<file path="src/rtl/pwb_pkg.sv">
/*
 * Constants for the buffered PWM period / pulse-width block.
 * Assumes one system clock and the plain register port of pwb_top.
 */
// Operation
// (RL1) enabled: period buffer loads at period end
// (RL2) disabled: period buffer loads next clock
// (RL3) period buffer hidden from software
// (RL4) period change at next period, or load
// (RL5) hardware never alters period holding register
// (RL6) enabled: width buffer loads at period end
// (RL7) disabled: width buffer loads next clock
// (RL8) width buffer hidden from software
// (RL9) width change at next period, or load
// (RL10) hardware never alters width holding register
// (RL11) counter readable, writes ignored
// (RL12) counter resets to one, held while disabled
// (RL13) enable rise: pulse, prescaler, count, flag
// (RL14) pin follows flip-flop and polarity
// (RL15) software ends with a zero-width period
// (RL16) count per tick, compare period and width
// (RL17) period, width and counter sixteen bits
package pwb_pkg;
	// ==========================================
	// register map, byte offsets inside the submodule
	localparam int DATA_W = 16;
	localparam int ADDR_W = 3;
	localparam logic [ADDR_W-1:0] OFS_CTRL = 3'h0;
	localparam logic [ADDR_W-1:0] OFS_PERIOD = 3'h2;
	localparam logic [ADDR_W-1:0] OFS_WIDTH = 3'h4;
	localparam logic [ADDR_W-1:0] OFS_COUNT = 3'h6;
	// ==========================================
	// status / control field positions
	localparam int CTRL_CLK_LSB = 0;
	localparam int CLK_SEL_W = 3;
	localparam int CTRL_EN = 3;
	localparam int CTRL_POLARITY = 4;
	localparam int CTRL_LOAD = 5;
	localparam int CTRL_FLAG = 15;
	// ==========================================
	// reset values and prescaler size
	localparam logic [DATA_W-1:0] CNT_RESET = 16'h0001;
	localparam logic [DATA_W-1:0] HOLD_RESET = 16'h0000;
	localparam int PRE_W = 9;
	localparam logic [PRE_W-1:0] PRE_ZERO = 9'h000;
	localparam logic [CLK_SEL_W-1:0] CLK_SEL_MAX = 3'h7;
	localparam logic [PRE_W-1:0] PRE_MASK_MAX = 9'h1ff;
endpackage : pwb_pkg

</file>
<file path="src/rtl/pwb_pre_if.sv">
/*
 * Link between the PWM core and its prescaler.
 * Assumes both ends share the system clock.
 */
interface pwb_pre_if;
	logic run;
	logic [pwb_pkg::CLK_SEL_W-1:0] clk_sel;
	logic tick;
	modport core (output run, output clk_sel, input tick);
	modport pre (input run, input clk_sel, output tick);
endinterface : pwb_pre_if

</file>
<file path="src/rtl/pwb_prescaler.sv">
/*
 * Counter clock prescaler: system clock / 2 up to / 512.
 * Assumes run drops whenever the submodule is disabled.
 */
module pwb_prescaler (
	// clock and reset
	input wire logic clock,
	input wire logic arst_n,
	// core link
	pwb_pre_if.pre lnk
);
	// ==========================================
	// rate decoding
	// mask of low counter bits that must all be one for a tick
	function automatic logic [pwb_pkg::PRE_W-1:0] rate_mask(
		input logic [pwb_pkg::CLK_SEL_W-1:0] sel);
		logic [pwb_pkg::PRE_W-1:0] m;
		m = pwb_pkg::PRE_MASK_MAX;
		if (sel != pwb_pkg::CLK_SEL_MAX) begin
			m = pwb_pkg::PRE_MASK_MAX >> (pwb_pkg::PRE_W - 1 - int'(sel));
		end
		return m;
	endfunction

	logic [pwb_pkg::PRE_W-1:0] div_r;
	logic [pwb_pkg::PRE_W-1:0] mask;

	// divider held in reset while the submodule is off (RL13)
	always_ff @(posedge clock or negedge arst_n) begin
		if (!arst_n) begin
			div_r <= pwb_pkg::PRE_ZERO;
		end else if (!lnk.run) begin
			div_r <= pwb_pkg::PRE_ZERO; // RL13
		end else begin
			div_r <= div_r + 9'h001;
		end
	end

	// rate may change at any time; a tick can then be early once
	assign mask = rate_mask(lnk.clk_sel);
	assign lnk.tick = lnk.run && ((div_r & mask) == mask);
endmodule // pwb_prescaler

</file>
<file path="src/rtl/pwb_top.sv">
/*
 * Double-buffered PWM period and pulse width with a read-only counter.
 * Assumes a simple synchronous register port driven by software and
 * full 16-bit accesses; reads answer one clock after the strobe.
 */
module pwb_top (
	// clock and reset
	input wire logic clock,
	input wire logic arst_n,
	// register port
	input wire logic [pwb_pkg::ADDR_W-1:0] reg_addr,
	input wire logic reg_wr,
	input wire logic [pwb_pkg::DATA_W-1:0] reg_wdata,
	input wire logic reg_rd,
	output logic [pwb_pkg::DATA_W-1:0] reg_rdata,
	// pwm pin
	output logic pwm_out
);
	// ==========================================
	// declarations
	logic [pwb_pkg::DATA_W-1:0] per_hold_r; // RL17
	logic [pwb_pkg::DATA_W-1:0] wid_hold_r;
	logic [pwb_pkg::DATA_W-1:0] per_buf_r;
	logic [pwb_pkg::DATA_W-1:0] wid_buf_r;
	logic [pwb_pkg::DATA_W-1:0] cnt_r;
	logic [pwb_pkg::DATA_W-1:0] cnt_nxt;
	logic [pwb_pkg::DATA_W-1:0] rdata_r;
	logic [pwb_pkg::CLK_SEL_W-1:0] clk_sel_r;
	logic en_r;
	logic en_d_r;
	logic polarity_r;
	logic flag_r;
	logic ff_r;
	logic wr_ctrl;
	logic wr_per;
	logic wr_wid;
	logic load_req;
	logic start;
	logic tick;
	logic period_end;
	logic width_hit;
	logic buf_load;

	pwb_pre_if pre_lnk ();

	// ==========================================
	// prescaler
	assign pre_lnk.run = en_r;
	assign pre_lnk.clk_sel = clk_sel_r;
	assign tick = pre_lnk.tick;

	pwb_prescaler u_pre (
		.clock(clock),
		.arst_n(arst_n),
		.lnk(pre_lnk)
	);

	// ==========================================
	// write decode
	assign wr_ctrl = reg_wr && (reg_addr == pwb_pkg::OFS_CTRL);
	assign wr_per = reg_wr && (reg_addr == pwb_pkg::OFS_PERIOD);
	assign wr_wid = reg_wr && (reg_addr == pwb_pkg::OFS_WIDTH);
	// load bit is a strobe; it is never stored
	assign load_req = wr_ctrl && reg_wdata[pwb_pkg::CTRL_LOAD];

	// control bits
	always_ff @(posedge clock or negedge arst_n) begin
		if (!arst_n) begin
			en_r <= 1'b0;
			polarity_r <= 1'b0;
			clk_sel_r <= '0;
		end else if (wr_ctrl) begin
			en_r <= reg_wdata[pwb_pkg::CTRL_EN];
			polarity_r <= reg_wdata[pwb_pkg::CTRL_POLARITY];
			clk_sel_r <= reg_wdata[pwb_pkg::CTRL_CLK_LSB +: pwb_pkg::CLK_SEL_W];
		end
	end

	// previous enable, for the rising edge
	always_ff @(posedge clock or negedge arst_n) begin
		if (!arst_n) begin
			en_d_r <= 1'b0;
		end else begin
			en_d_r <= en_r;
		end
	end
	assign start = en_r && !en_d_r;

	// holding registers change only by software writes
	always_ff @(posedge clock or negedge arst_n) begin
		if (!arst_n) begin
			per_hold_r <= pwb_pkg::HOLD_RESET;
			wid_hold_r <= pwb_pkg::HOLD_RESET;
		end else begin
			if (wr_per) begin
				per_hold_r <= reg_wdata; // RL5 RL4
			end
			if (wr_wid) begin
				wid_hold_r <= reg_wdata; // RL10 RL9
			end
		end
	end

	// ==========================================
	// counter and compare
	assign period_end = en_r && tick && (cnt_r == per_buf_r); // RL16
	assign width_hit = en_r && tick && (cnt_r == wid_buf_r); // RL16

	// next count: held at one while off, wraps at period end
	always_comb begin
		cnt_nxt = cnt_r;
		if (!en_r) begin
			cnt_nxt = pwb_pkg::CNT_RESET; // RL12
		end else if (period_end) begin
			cnt_nxt = pwb_pkg::CNT_RESET; // RL16
		end else if (tick) begin
			cnt_nxt = cnt_r + 16'h0001; // RL16
		end
	end

	// counter register, never written by software
	always_ff @(posedge clock or negedge arst_n) begin
		if (!arst_n) begin
			cnt_r <= pwb_pkg::CNT_RESET; // RL12
		end else begin
			cnt_r <= cnt_nxt; // RL11
		end
	end

	// ==========================================
	// hidden buffers, no read or write path from software
	// off: follow holding every clock; on: at period end or load
	assign buf_load = !en_r || period_end || load_req;

	always_ff @(posedge clock or negedge arst_n) begin
		if (!arst_n) begin
			per_buf_r <= pwb_pkg::HOLD_RESET;
			wid_buf_r <= pwb_pkg::HOLD_RESET;
		end else if (buf_load) begin
			per_buf_r <= per_hold_r; // RL1 RL2 RL3 RL4
			wid_buf_r <= wid_hold_r; // RL6 RL7 RL8 RL9
		end
	end

	// ==========================================
	// output flip-flop and pin
	// a period starts high at enable, and after a period end unless the new width is zero
	always_ff @(posedge clock or negedge arst_n) begin
		if (!arst_n) begin
			ff_r <= 1'b0;
		end else if (!en_r) begin
			ff_r <= 1'b0; // RL14
		end else if (start) begin
			ff_r <= 1'b1; // RL13
		end else if (period_end) begin
			ff_r <= (wid_hold_r != pwb_pkg::HOLD_RESET); // RL16
		end else if (width_hit) begin
			ff_r <= 1'b0; // RL16
		end
	end

	// flip-flop is held low when off, so the pin rests at polarity
	assign pwm_out = ff_r ^ polarity_r; // RL14

	// flag: set on enable and each period end; write zero clears, set wins
	always_ff @(posedge clock or negedge arst_n) begin
		if (!arst_n) begin
			flag_r <= 1'b0;
		end else if (start || period_end) begin
			flag_r <= 1'b1; // RL13
		end else if (wr_ctrl && !reg_wdata[pwb_pkg::CTRL_FLAG]) begin
			flag_r <= 1'b0;
		end
	end

	// ==========================================
	// read path, registered
	always_ff @(posedge clock or negedge arst_n) begin
		if (!arst_n) begin
			rdata_r <= '0;
		end else if (reg_rd) begin
			case (reg_addr)
				pwb_pkg::OFS_CTRL: begin
					rdata_r <= '0;
					rdata_r[pwb_pkg::CTRL_FLAG] <= flag_r;
					rdata_r[pwb_pkg::CTRL_POLARITY] <= polarity_r;
					rdata_r[pwb_pkg::CTRL_EN] <= en_r;
					rdata_r[pwb_pkg::CTRL_CLK_LSB +: pwb_pkg::CLK_SEL_W] <= clk_sel_r;
				end
				pwb_pkg::OFS_PERIOD: begin
					rdata_r <= per_hold_r;
				end
				pwb_pkg::OFS_WIDTH: begin
					rdata_r <= wid_hold_r;
				end
				pwb_pkg::OFS_COUNT: begin
					rdata_r <= cnt_r; // RL11
				end
				default: begin
					rdata_r <= '0;
				end
			endcase
		end
	end
	assign reg_rdata = rdata_r;
endmodule // pwb_top

</file>
<file path="config.mk">
export PLATFORM = sky130hd
export DESIGN_NAME = pwb_top
export DESIGN_NICKNAME = d
export VERILOG_FILES = /design/src/rtl/pwb_pkg.sv /design/src/rtl/pwb_pre_if.sv /design/src/rtl/pwb_prescaler.sv /design/src/rtl/pwb_top.sv
export SDC_FILE = /design/constraint.sdc
export NUM_CORES = 1
export LEC_CHECK = 0
export BUFFER_PORTS_ARGS = -buffer_cell sky130_fd_sc_hd__clkbuf_2
export CAP_MARGIN = 40
export CORE_ASPECT_RATIO = 1.75
export CORE_MARGIN = 4
export CORE_UTILIZATION = 51
export CTS_CLUSTER_SIZE = 24
export DETAILED_ROUTE_END_ITERATION = 10
export PLACE_DENSITY = 0.68
export SLEW_MARGIN = 25
export SYNTH_ARGS = -nofsm -noshare
export SYNTH_HDL_FRONTEND = slang
export SYNTH_HIERARCHICAL = 1
export SYNTH_SLANG_ARGS = --single-unit
export TNS_END_PERCENT = 20
</file>
<file path="constraint.sdc">
create_clock -name clock -period 3.9 [get_ports clock]
set_clock_uncertainty 0.05 [all_clocks]
set_input_delay 0.39 -clock clock [delete_from_list [all_inputs] [get_ports clock]]
set_output_delay 0.39 -clock clock [all_outputs]
set_load 0.01 [all_outputs]
</file>
# ---- Word-level counts from Yosys, hierarchy flattened
# Index checks and enable logic that the tools add are counted.
dict set report op_classes {
  addsub 3
  n_eq_ne 9
  shift 1
  mux 12
  bitwise 2
  reduce_logical 19
}
# op count
set ops {}
lappend ops {{$pmux W16 S4} 1}
lappend ops {{$mux W16} 3}
lappend ops {{$eq A16 B16 Y1} 2}
lappend ops {{$shr A9 B32 Y9 const A} 1}
lappend ops {{$mux W9} 2}
lappend ops {{$add A16 B1 Y16 const B} 1}
lappend ops {{$reduce_bool A16 Y1} 1}
lappend ops {{$logic_and A1 B1 Y1} 10}
lappend ops {{$add A9 B1 Y9 const B} 1}
lappend ops {{$and A9 B9 Y9} 1}
lappend ops {{$eq A9 B9 Y1} 1}
lappend ops {{$eq A3 B3 Y1 const B} 2}
lappend ops {{$mux W1} 6}
lappend ops {{$sub A4 B3 Y5 const A} 1}
lappend ops {{$ne A4 B1 Y1 const B} 1}
lappend ops {{$eq A3 B2 Y1 const B} 1}
lappend ops {{$logic_not A1 Y1} 3}
lappend ops {{$logic_not A3 Y1} 1}
lappend ops {{$logic_or A1 B1 Y1} 3}
lappend ops {{$ne A3 B1 Y1 const B} 1}
lappend ops {{$ne A3 B3 Y1 const B} 1}
lappend ops {{$reduce_bool A2 Y1} 1}
lappend ops {{$xor A1 B1 Y1} 1}
dict set report word_totals {
  ff_bits 113
  input_bits 23
  output_inout_bits 17
  word_cells 59
}

# ---- Logic depth before layout (Yosys ltp)
dict set report depth {
  word_depth 12
  depth_mapped 13
  mapped_depth_nobuf 12
}

# ---- Cells and area by module
# The synthesis kept the hierarchy.
# mod instances cells_each area_each_um2 seq_area_each_um2
set modules_own_cells {}
lappend modules_own_cells {pwb_top 1 385 5036.1 2603.7}
lappend modules_own_cells {pwb_prescaler 1 61 574.3 225.2}

# ---- Worst setup path after synthesis
# OpenSTA, ideal clock, no wires.
dict set report synth_timing {
  kind {reg-to-reg}
  from {reg clk_sel_r[0] (netlist bit)}
  to {reg per_buf_r[0] (netlist bit)}
  setup_time_ns 0.125
  t_arrival_ns 2.584
  required_ns 3.725
  path_slack_ns 1.141
  path_stages_with_launch 13
  path_buffers 2
  period_less_slack_ns 2.759
  path_cell_list {dfrtp_1 > inv_1 > ha_1 > nand2_1 > nor2_1 > or3_1 > o221a_2 > clkbuf_1 > and3_1 > a21bo_4 > a21o_4 > buf_12 > mux2_4}
}
dict set report synth_between {
  elab_chain_len 10
  elab_cells_between_ends 11
  classes_between {add/sub (1); eq/ne (2); shift (1); mux (1); bitwise (1); reduce/logical (5)}
}
# element line
set synth_lines {}
lappend synth_lines {{from (decl)} pwb_top.sv:28} ;# logic [pwb_pkg::CLK_SEL_W-1:0] clk_sel_r;
lappend synth_lines {{from (signal assigned)} pwb_top.sv:75} ;# clk_sel_r <= reg_wdata[pwb_pkg::CTRL_CLK_LSB +: pwb_pkg::CLK_SEL_W];
lappend synth_lines {{$sub A4 B3 Y5} pwb_prescaler.sv:20} ;# m = pwb_pkg::PRE_MASK_MAX >> (pwb_pkg::PRE_W - 1 - int'(sel));
lappend synth_lines {{$shr A9 B32 Y9} pwb_prescaler.sv:20}
lappend synth_lines {{$mux W9 *} pwb_prescaler.sv:19} ;# if (sel != pwb_pkg::CLK_SEL_MAX) begin
lappend synth_lines {{$and A9 B9 Y9} pwb_prescaler.sv:41} ;# assign lnk.tick = lnk.run && ((div_r & mask) == mask);
lappend synth_lines {{$eq A9 B9 Y1 *} pwb_prescaler.sv:41}
lappend synth_lines {{$logic_and A1 B1 Y1 *} pwb_prescaler.sv:41}
lappend synth_lines {{named net pre_lnk.tick} pwb_pre_if.sv:8} ;# logic tick;
lappend synth_lines {{$logic_and A1 B1 Y1 * (2 in series)} pwb_top.sv:106} ;# assign period_end = en_r && tick && (cnt_r == per_buf_r);
lappend synth_lines {{$logic_or A1 B1 Y1 * (2 in series)} pwb_top.sv:133} ;# assign buf_load = !en_r || period_end || load_req;
lappend synth_lines {{to (signal assigned)} pwb_top.sv:137} ;# per_buf_r <= pwb_pkg::HOLD_RESET;
lappend synth_lines {{to (signal assigned)} pwb_top.sv:140} ;# per_buf_r <= per_hold_r;
lappend synth_lines {{to (decl)} pwb_top.sv:23} ;# logic [pwb_pkg::DATA_W-1:0] per_buf_r;
# Mark *: on every way through the listed nets, which the timed path passes. The rest lies on a longest branch.
# A chain may end at the register's enable or synchronous reset.

# ---- Worst setup path after layout
dict set report layout_timing {
  from {reg clk_sel_r[0] (netlist bit)}
  to {reg wid_buf_r[15] (netlist bit)}
}
dict set report layout_between {
  elab_chain_len 10
  elab_cells_between_ends 11
  classes_between {add/sub (1); eq/ne (2); shift (1); mux (1); bitwise (1); reduce/logical (5)}
}
# element line
set layout_lines {}
lappend layout_lines {{$sub A4 B3 Y5} pwb_prescaler.sv:20}
lappend layout_lines {{$shr A9 B32 Y9} pwb_prescaler.sv:20}
lappend layout_lines {{$mux W9 *} pwb_prescaler.sv:19}
lappend layout_lines {{$and A9 B9 Y9} pwb_prescaler.sv:41}
lappend layout_lines {{$eq A9 B9 Y1 *} pwb_prescaler.sv:41}
lappend layout_lines {{$logic_and A1 B1 Y1 *} pwb_prescaler.sv:41}
lappend layout_lines {{named net pre_lnk.tick} pwb_pre_if.sv:8}
lappend layout_lines {{$logic_and A1 B1 Y1 * (2 in series)} pwb_top.sv:106}
lappend layout_lines {{$logic_or A1 B1 Y1 * (2 in series)} pwb_top.sv:133}
lappend layout_lines {{to (signal assigned)} pwb_top.sv:138} ;# wid_buf_r <= pwb_pkg::HOLD_RESET;
lappend layout_lines {{to (signal assigned)} pwb_top.sv:141} ;# wid_buf_r <= wid_hold_r;
lappend layout_lines {{to (decl)} pwb_top.sv:24} ;# logic [pwb_pkg::DATA_W-1:0] wid_buf_r;
# Marks and branches as above.

==> flow_summary.json <==
{
  "clk_latency_ps": 410,
  "io_pins": 40,
  "startpoint_type": "flop",
  "avgSynthCellArea_sq_um": 12.58,
  "ctsResizeCount": 0,
  "power.density_nw_per_um2": 634.2,
  "dieArea_sq_um": 12810,
  "final_common_cell": "dfrtp_1",
  "maxSlewViolCount": 0,
  "slew_headroom_pct": 46.32,
  "grt-ovfl-total": 0,
  "synthCells": 446,
  "p_leak_uw": 0.002916,
  "drive_gt1_share_pct": 34.55,
  "vias": 3561,
  "grt_pass1_vias": 3904,
  "seq_area_frac_synth_pct": 50.42,
  "synth_warnings": 6,
  "globalplace.congestion": 0.8392,
  "synth-edff-count": 0,
  "violations": "hold timing",
  "synth_top_area_share_pct": 49.96,
  "reg2reg_to": "wid_buf_r[15]$_DFFE_PN0P_",
  "dpl.hpwl_mm": 8.868,
  "critPathKind": "reg2reg",
  "drtIter0Drc": 131,
  "rsz0062_at_grt": "false",
  "fin_crit_ps": 3099,
  "drv_cap": 0,
  "cp_slowest_stage_delay_ps": 510,
  "hold_slack_ps": -29.31,
  "totalNegativeSetupSlack_ps": 0,
  "cts_hold_buf": 0,
  "outcome": "finished, violations left",
  "critPathSlowestCell": "a21o_4",
  "wl_per_cell_um": 20.32,
  "critPathCapture": "wid_buf_r[15]$_DFFE_PN0P_",
  "final_cell_mix": "dfrtp_1 (112), mux2_2 (49), clkbuf_2 (38)",
  "final_antenna_net_count": 0,
  "grt_antenna_before_repair": 0,
  "grt_pass1_wl_mm": 20.94,
  "fp.coreArea_sq_um": 10760,
  "tritoncts": "done",
  "cts-htree-levels": 4,
  "diodes": 0,
  "num-nets-final": 511,
  "tightest_slew_ps": 801.7,
  "dieWidth_um": 87.29,
  "rows": 50,
  "final-hold-violation-count": 52,
  "grt_util_all_layers_pct": 21.59,
  "die_h_um": 146.8,
  "firstDrtPassIters": 4,
  "max_clock_freq_ghz": 0.3227,
  "finalCritPeriodShare_pct": 79.46,
  "path_clk_slew_ps": 50,
  "crit_path_end_kind": "flop",
  "post_cts.repair.setup_buffers": 0,
  "postRouteWirelength_mm": 12.70,
  "async_reset_ff_share_pct": 100.0,
  "synth.area.top_cells": "dfrtp_1 (50%), mux2_2 (9.8%), mux2_4 (8.0%), xor2_1 (4.5%), xnor2_1 (3.7%)",
  "fin_cells": 625,
  "numCtsBuffers": 17,
  "setup_violations": 0,
  "drc": 0,
  "routed_via_density": 5.698,
  "post-place-cells": 593,
  "path_cells": "ha_1 > nand2_1 > a21oi_1 > nor4_1 > o221a_2 > and3_1 > a21bo_4 > a21o_4 > mux2_2",
  "worstPathRequired_ps": 4140,
  "cp_max_fo": 32,
  "hold_path_class": "in2async",
  "synthFlopType": "dfrtp_1",
  "initial_core_util_pct": 52.14,
  "synth_nets": 475,
  "arrival_ps": 3340,
  "ys_ff_latch": 113,
  "synthDistinctLibCells": 46,
  "syn_to_final_growth_pct": 14.94,
  "clock_sinks": 113,
  "worstRegToRegCells": 9,
  "syn_area_sq_um": 5610,
  "reg2reg_from": "clk_sel_r[0]$_DFFE_PN0N_",
  "grt_start_max_net_pins": 55,
  "yosysTopAreaCell": "dfrtp_1",
  "cts_buffer_depth": 2,
  "ctsRootBufferMaster": "clkbuf_16",
  "vdd_ir_drop_max_mv": 0.3811,
  "port-buffer-count": 39,
  "rrSetupSlack_ps": 800,
  "crit_start": "clk_sel_r[0]$_DFFE_PN0N_"
}
## area by class of cell
class	instances	area (sq um)
tap	130	162.7
timing repair buffer	45	242.7
clock buffer	23	498.0
sequential	113	2829
multi-input combinational	279	2491
fill	891	4312
clock inverter	9	127.6
inverter	26	97.59
## kinds of logic (layout without fill, tap and decap cells)
logic type	Yosys count	count (layout)	synth area share (%)
flops	113	113	50.42
mux	86	86	20.45
compound gates	45	45	5.598
buf+inv	54	103	5.174
fa+ha+maj	6	6	1.338
xor+xnor	53	53	8.274
simple gates	89	89	8.742
## worst min-delay path by stage
| stage | startpoint | to | slack [ps] | cells after the start |
|---|---|---|---|---|
| after floorplan | arst_n | clk_sel_r[0]$_DFFE_PN0N_ | 40 | 0 |
| after global placement | arst_n | u_pre/div_r[6]$_DFF_PN0_ | 420 | 1 |
| after detailed placement | arst_n | u_pre/div_r[6]$_DFF_PN0_ | 430 | 1 |
| after CTS | arst_n | u_pre/div_r[6]$_DFF_PN0_ | 3 | 1 |
| after global routing | arst_n | u_pre/div_r[6]$_DFF_PN0_ | 30 | 1 |
| final | arst_n | u_pre/div_r[6]$_DFF_PN0_ | -30 | 1 |
## cells in the mapped netlist, types with 2 or more instances
cell,number
buf_6,2
mux2_4,30
a21oi_1,3
o22ai_1,17
o21ai_0,6
nor2b_1,4
buf_12,3
a21boi_1,2
nor2_1,20
buf_2,10
buf_4,3
ha_1,6
nand2b_1,3
mux2_2,49
or3_1,4
inv_1,26
and3_1,4
xnor2_1,24
xor2_1,29
nor3_1,2
nor4_1,7
nand4_1,9
clkbuf_1,9
nand3_1,13
mux4_2,6
and2_1,6
nand2_1,10
a22oi_1,10
dfrtp_1,112
## stage by stage
step                      hold slack, ps  instance area, sq um  total power, uW  utilization [%]  setup slack [ps]
after global routing               33.02                  6449             4274            59.93             657.5
final                             -29.31                  6449             4090            59.93             800.9
after detailed placement           426.7                  5823             2477            54.12             822.8
after CTS                          2.622                  6449             4115            59.93             800.1
after floorplan                    44.41                  5610             2265                -              1141
after global placement             423.3                  5823             2447            54.12             968.3
## where the power goes
part | switching [uW] | internal (uW) | total (uW)
logic | 326 | 471 | 798
clock network | 538 | 1090 | 1620
registers | 240 | 1430 | 1670
## registers in the layout, indices dropped and copies added, names as in the netlist
name,flops
u_pre/div_r,9
wid_buf_r,16
per_hold_r,16
flag_r,1
per_buf_r,16
cnt_r,16
en_r,1
wid_hold_r,16
clk_sel_r,3
polarity_r,1
ff_r,1
en_d_r,1
reg_rdata,16
## critical path: cells and delay by family, from the launching register on
| kind | cells | cell delay [ps] |
|---|---|---|
| multiplexers | 1 | 400 |
| AO/OA/AOI/OAI | 4 | 1200 |
| AND/OR/NAND/NOR | 3 | 650 |
| adder cells (fa/ha/maj) | 1 | 240 |
| flip-flops | 1 | 420 |
## layer usage
| layer | track usage, % | wire length (um) | up-vias |
|---|---|---|---|
| met3 | 4.994 | 543 | 28 |
| met5 | 0 | 0 | - |
| li1 | - | - | 1625 |
| met1 | 25.30 | 4863 | 1807 |
| met2 | 37.50 | 6973 | 101 |
| met4 | 8.295 | 320 | 0 |
No activity file was read; power rests on OpenSTA's default activity.
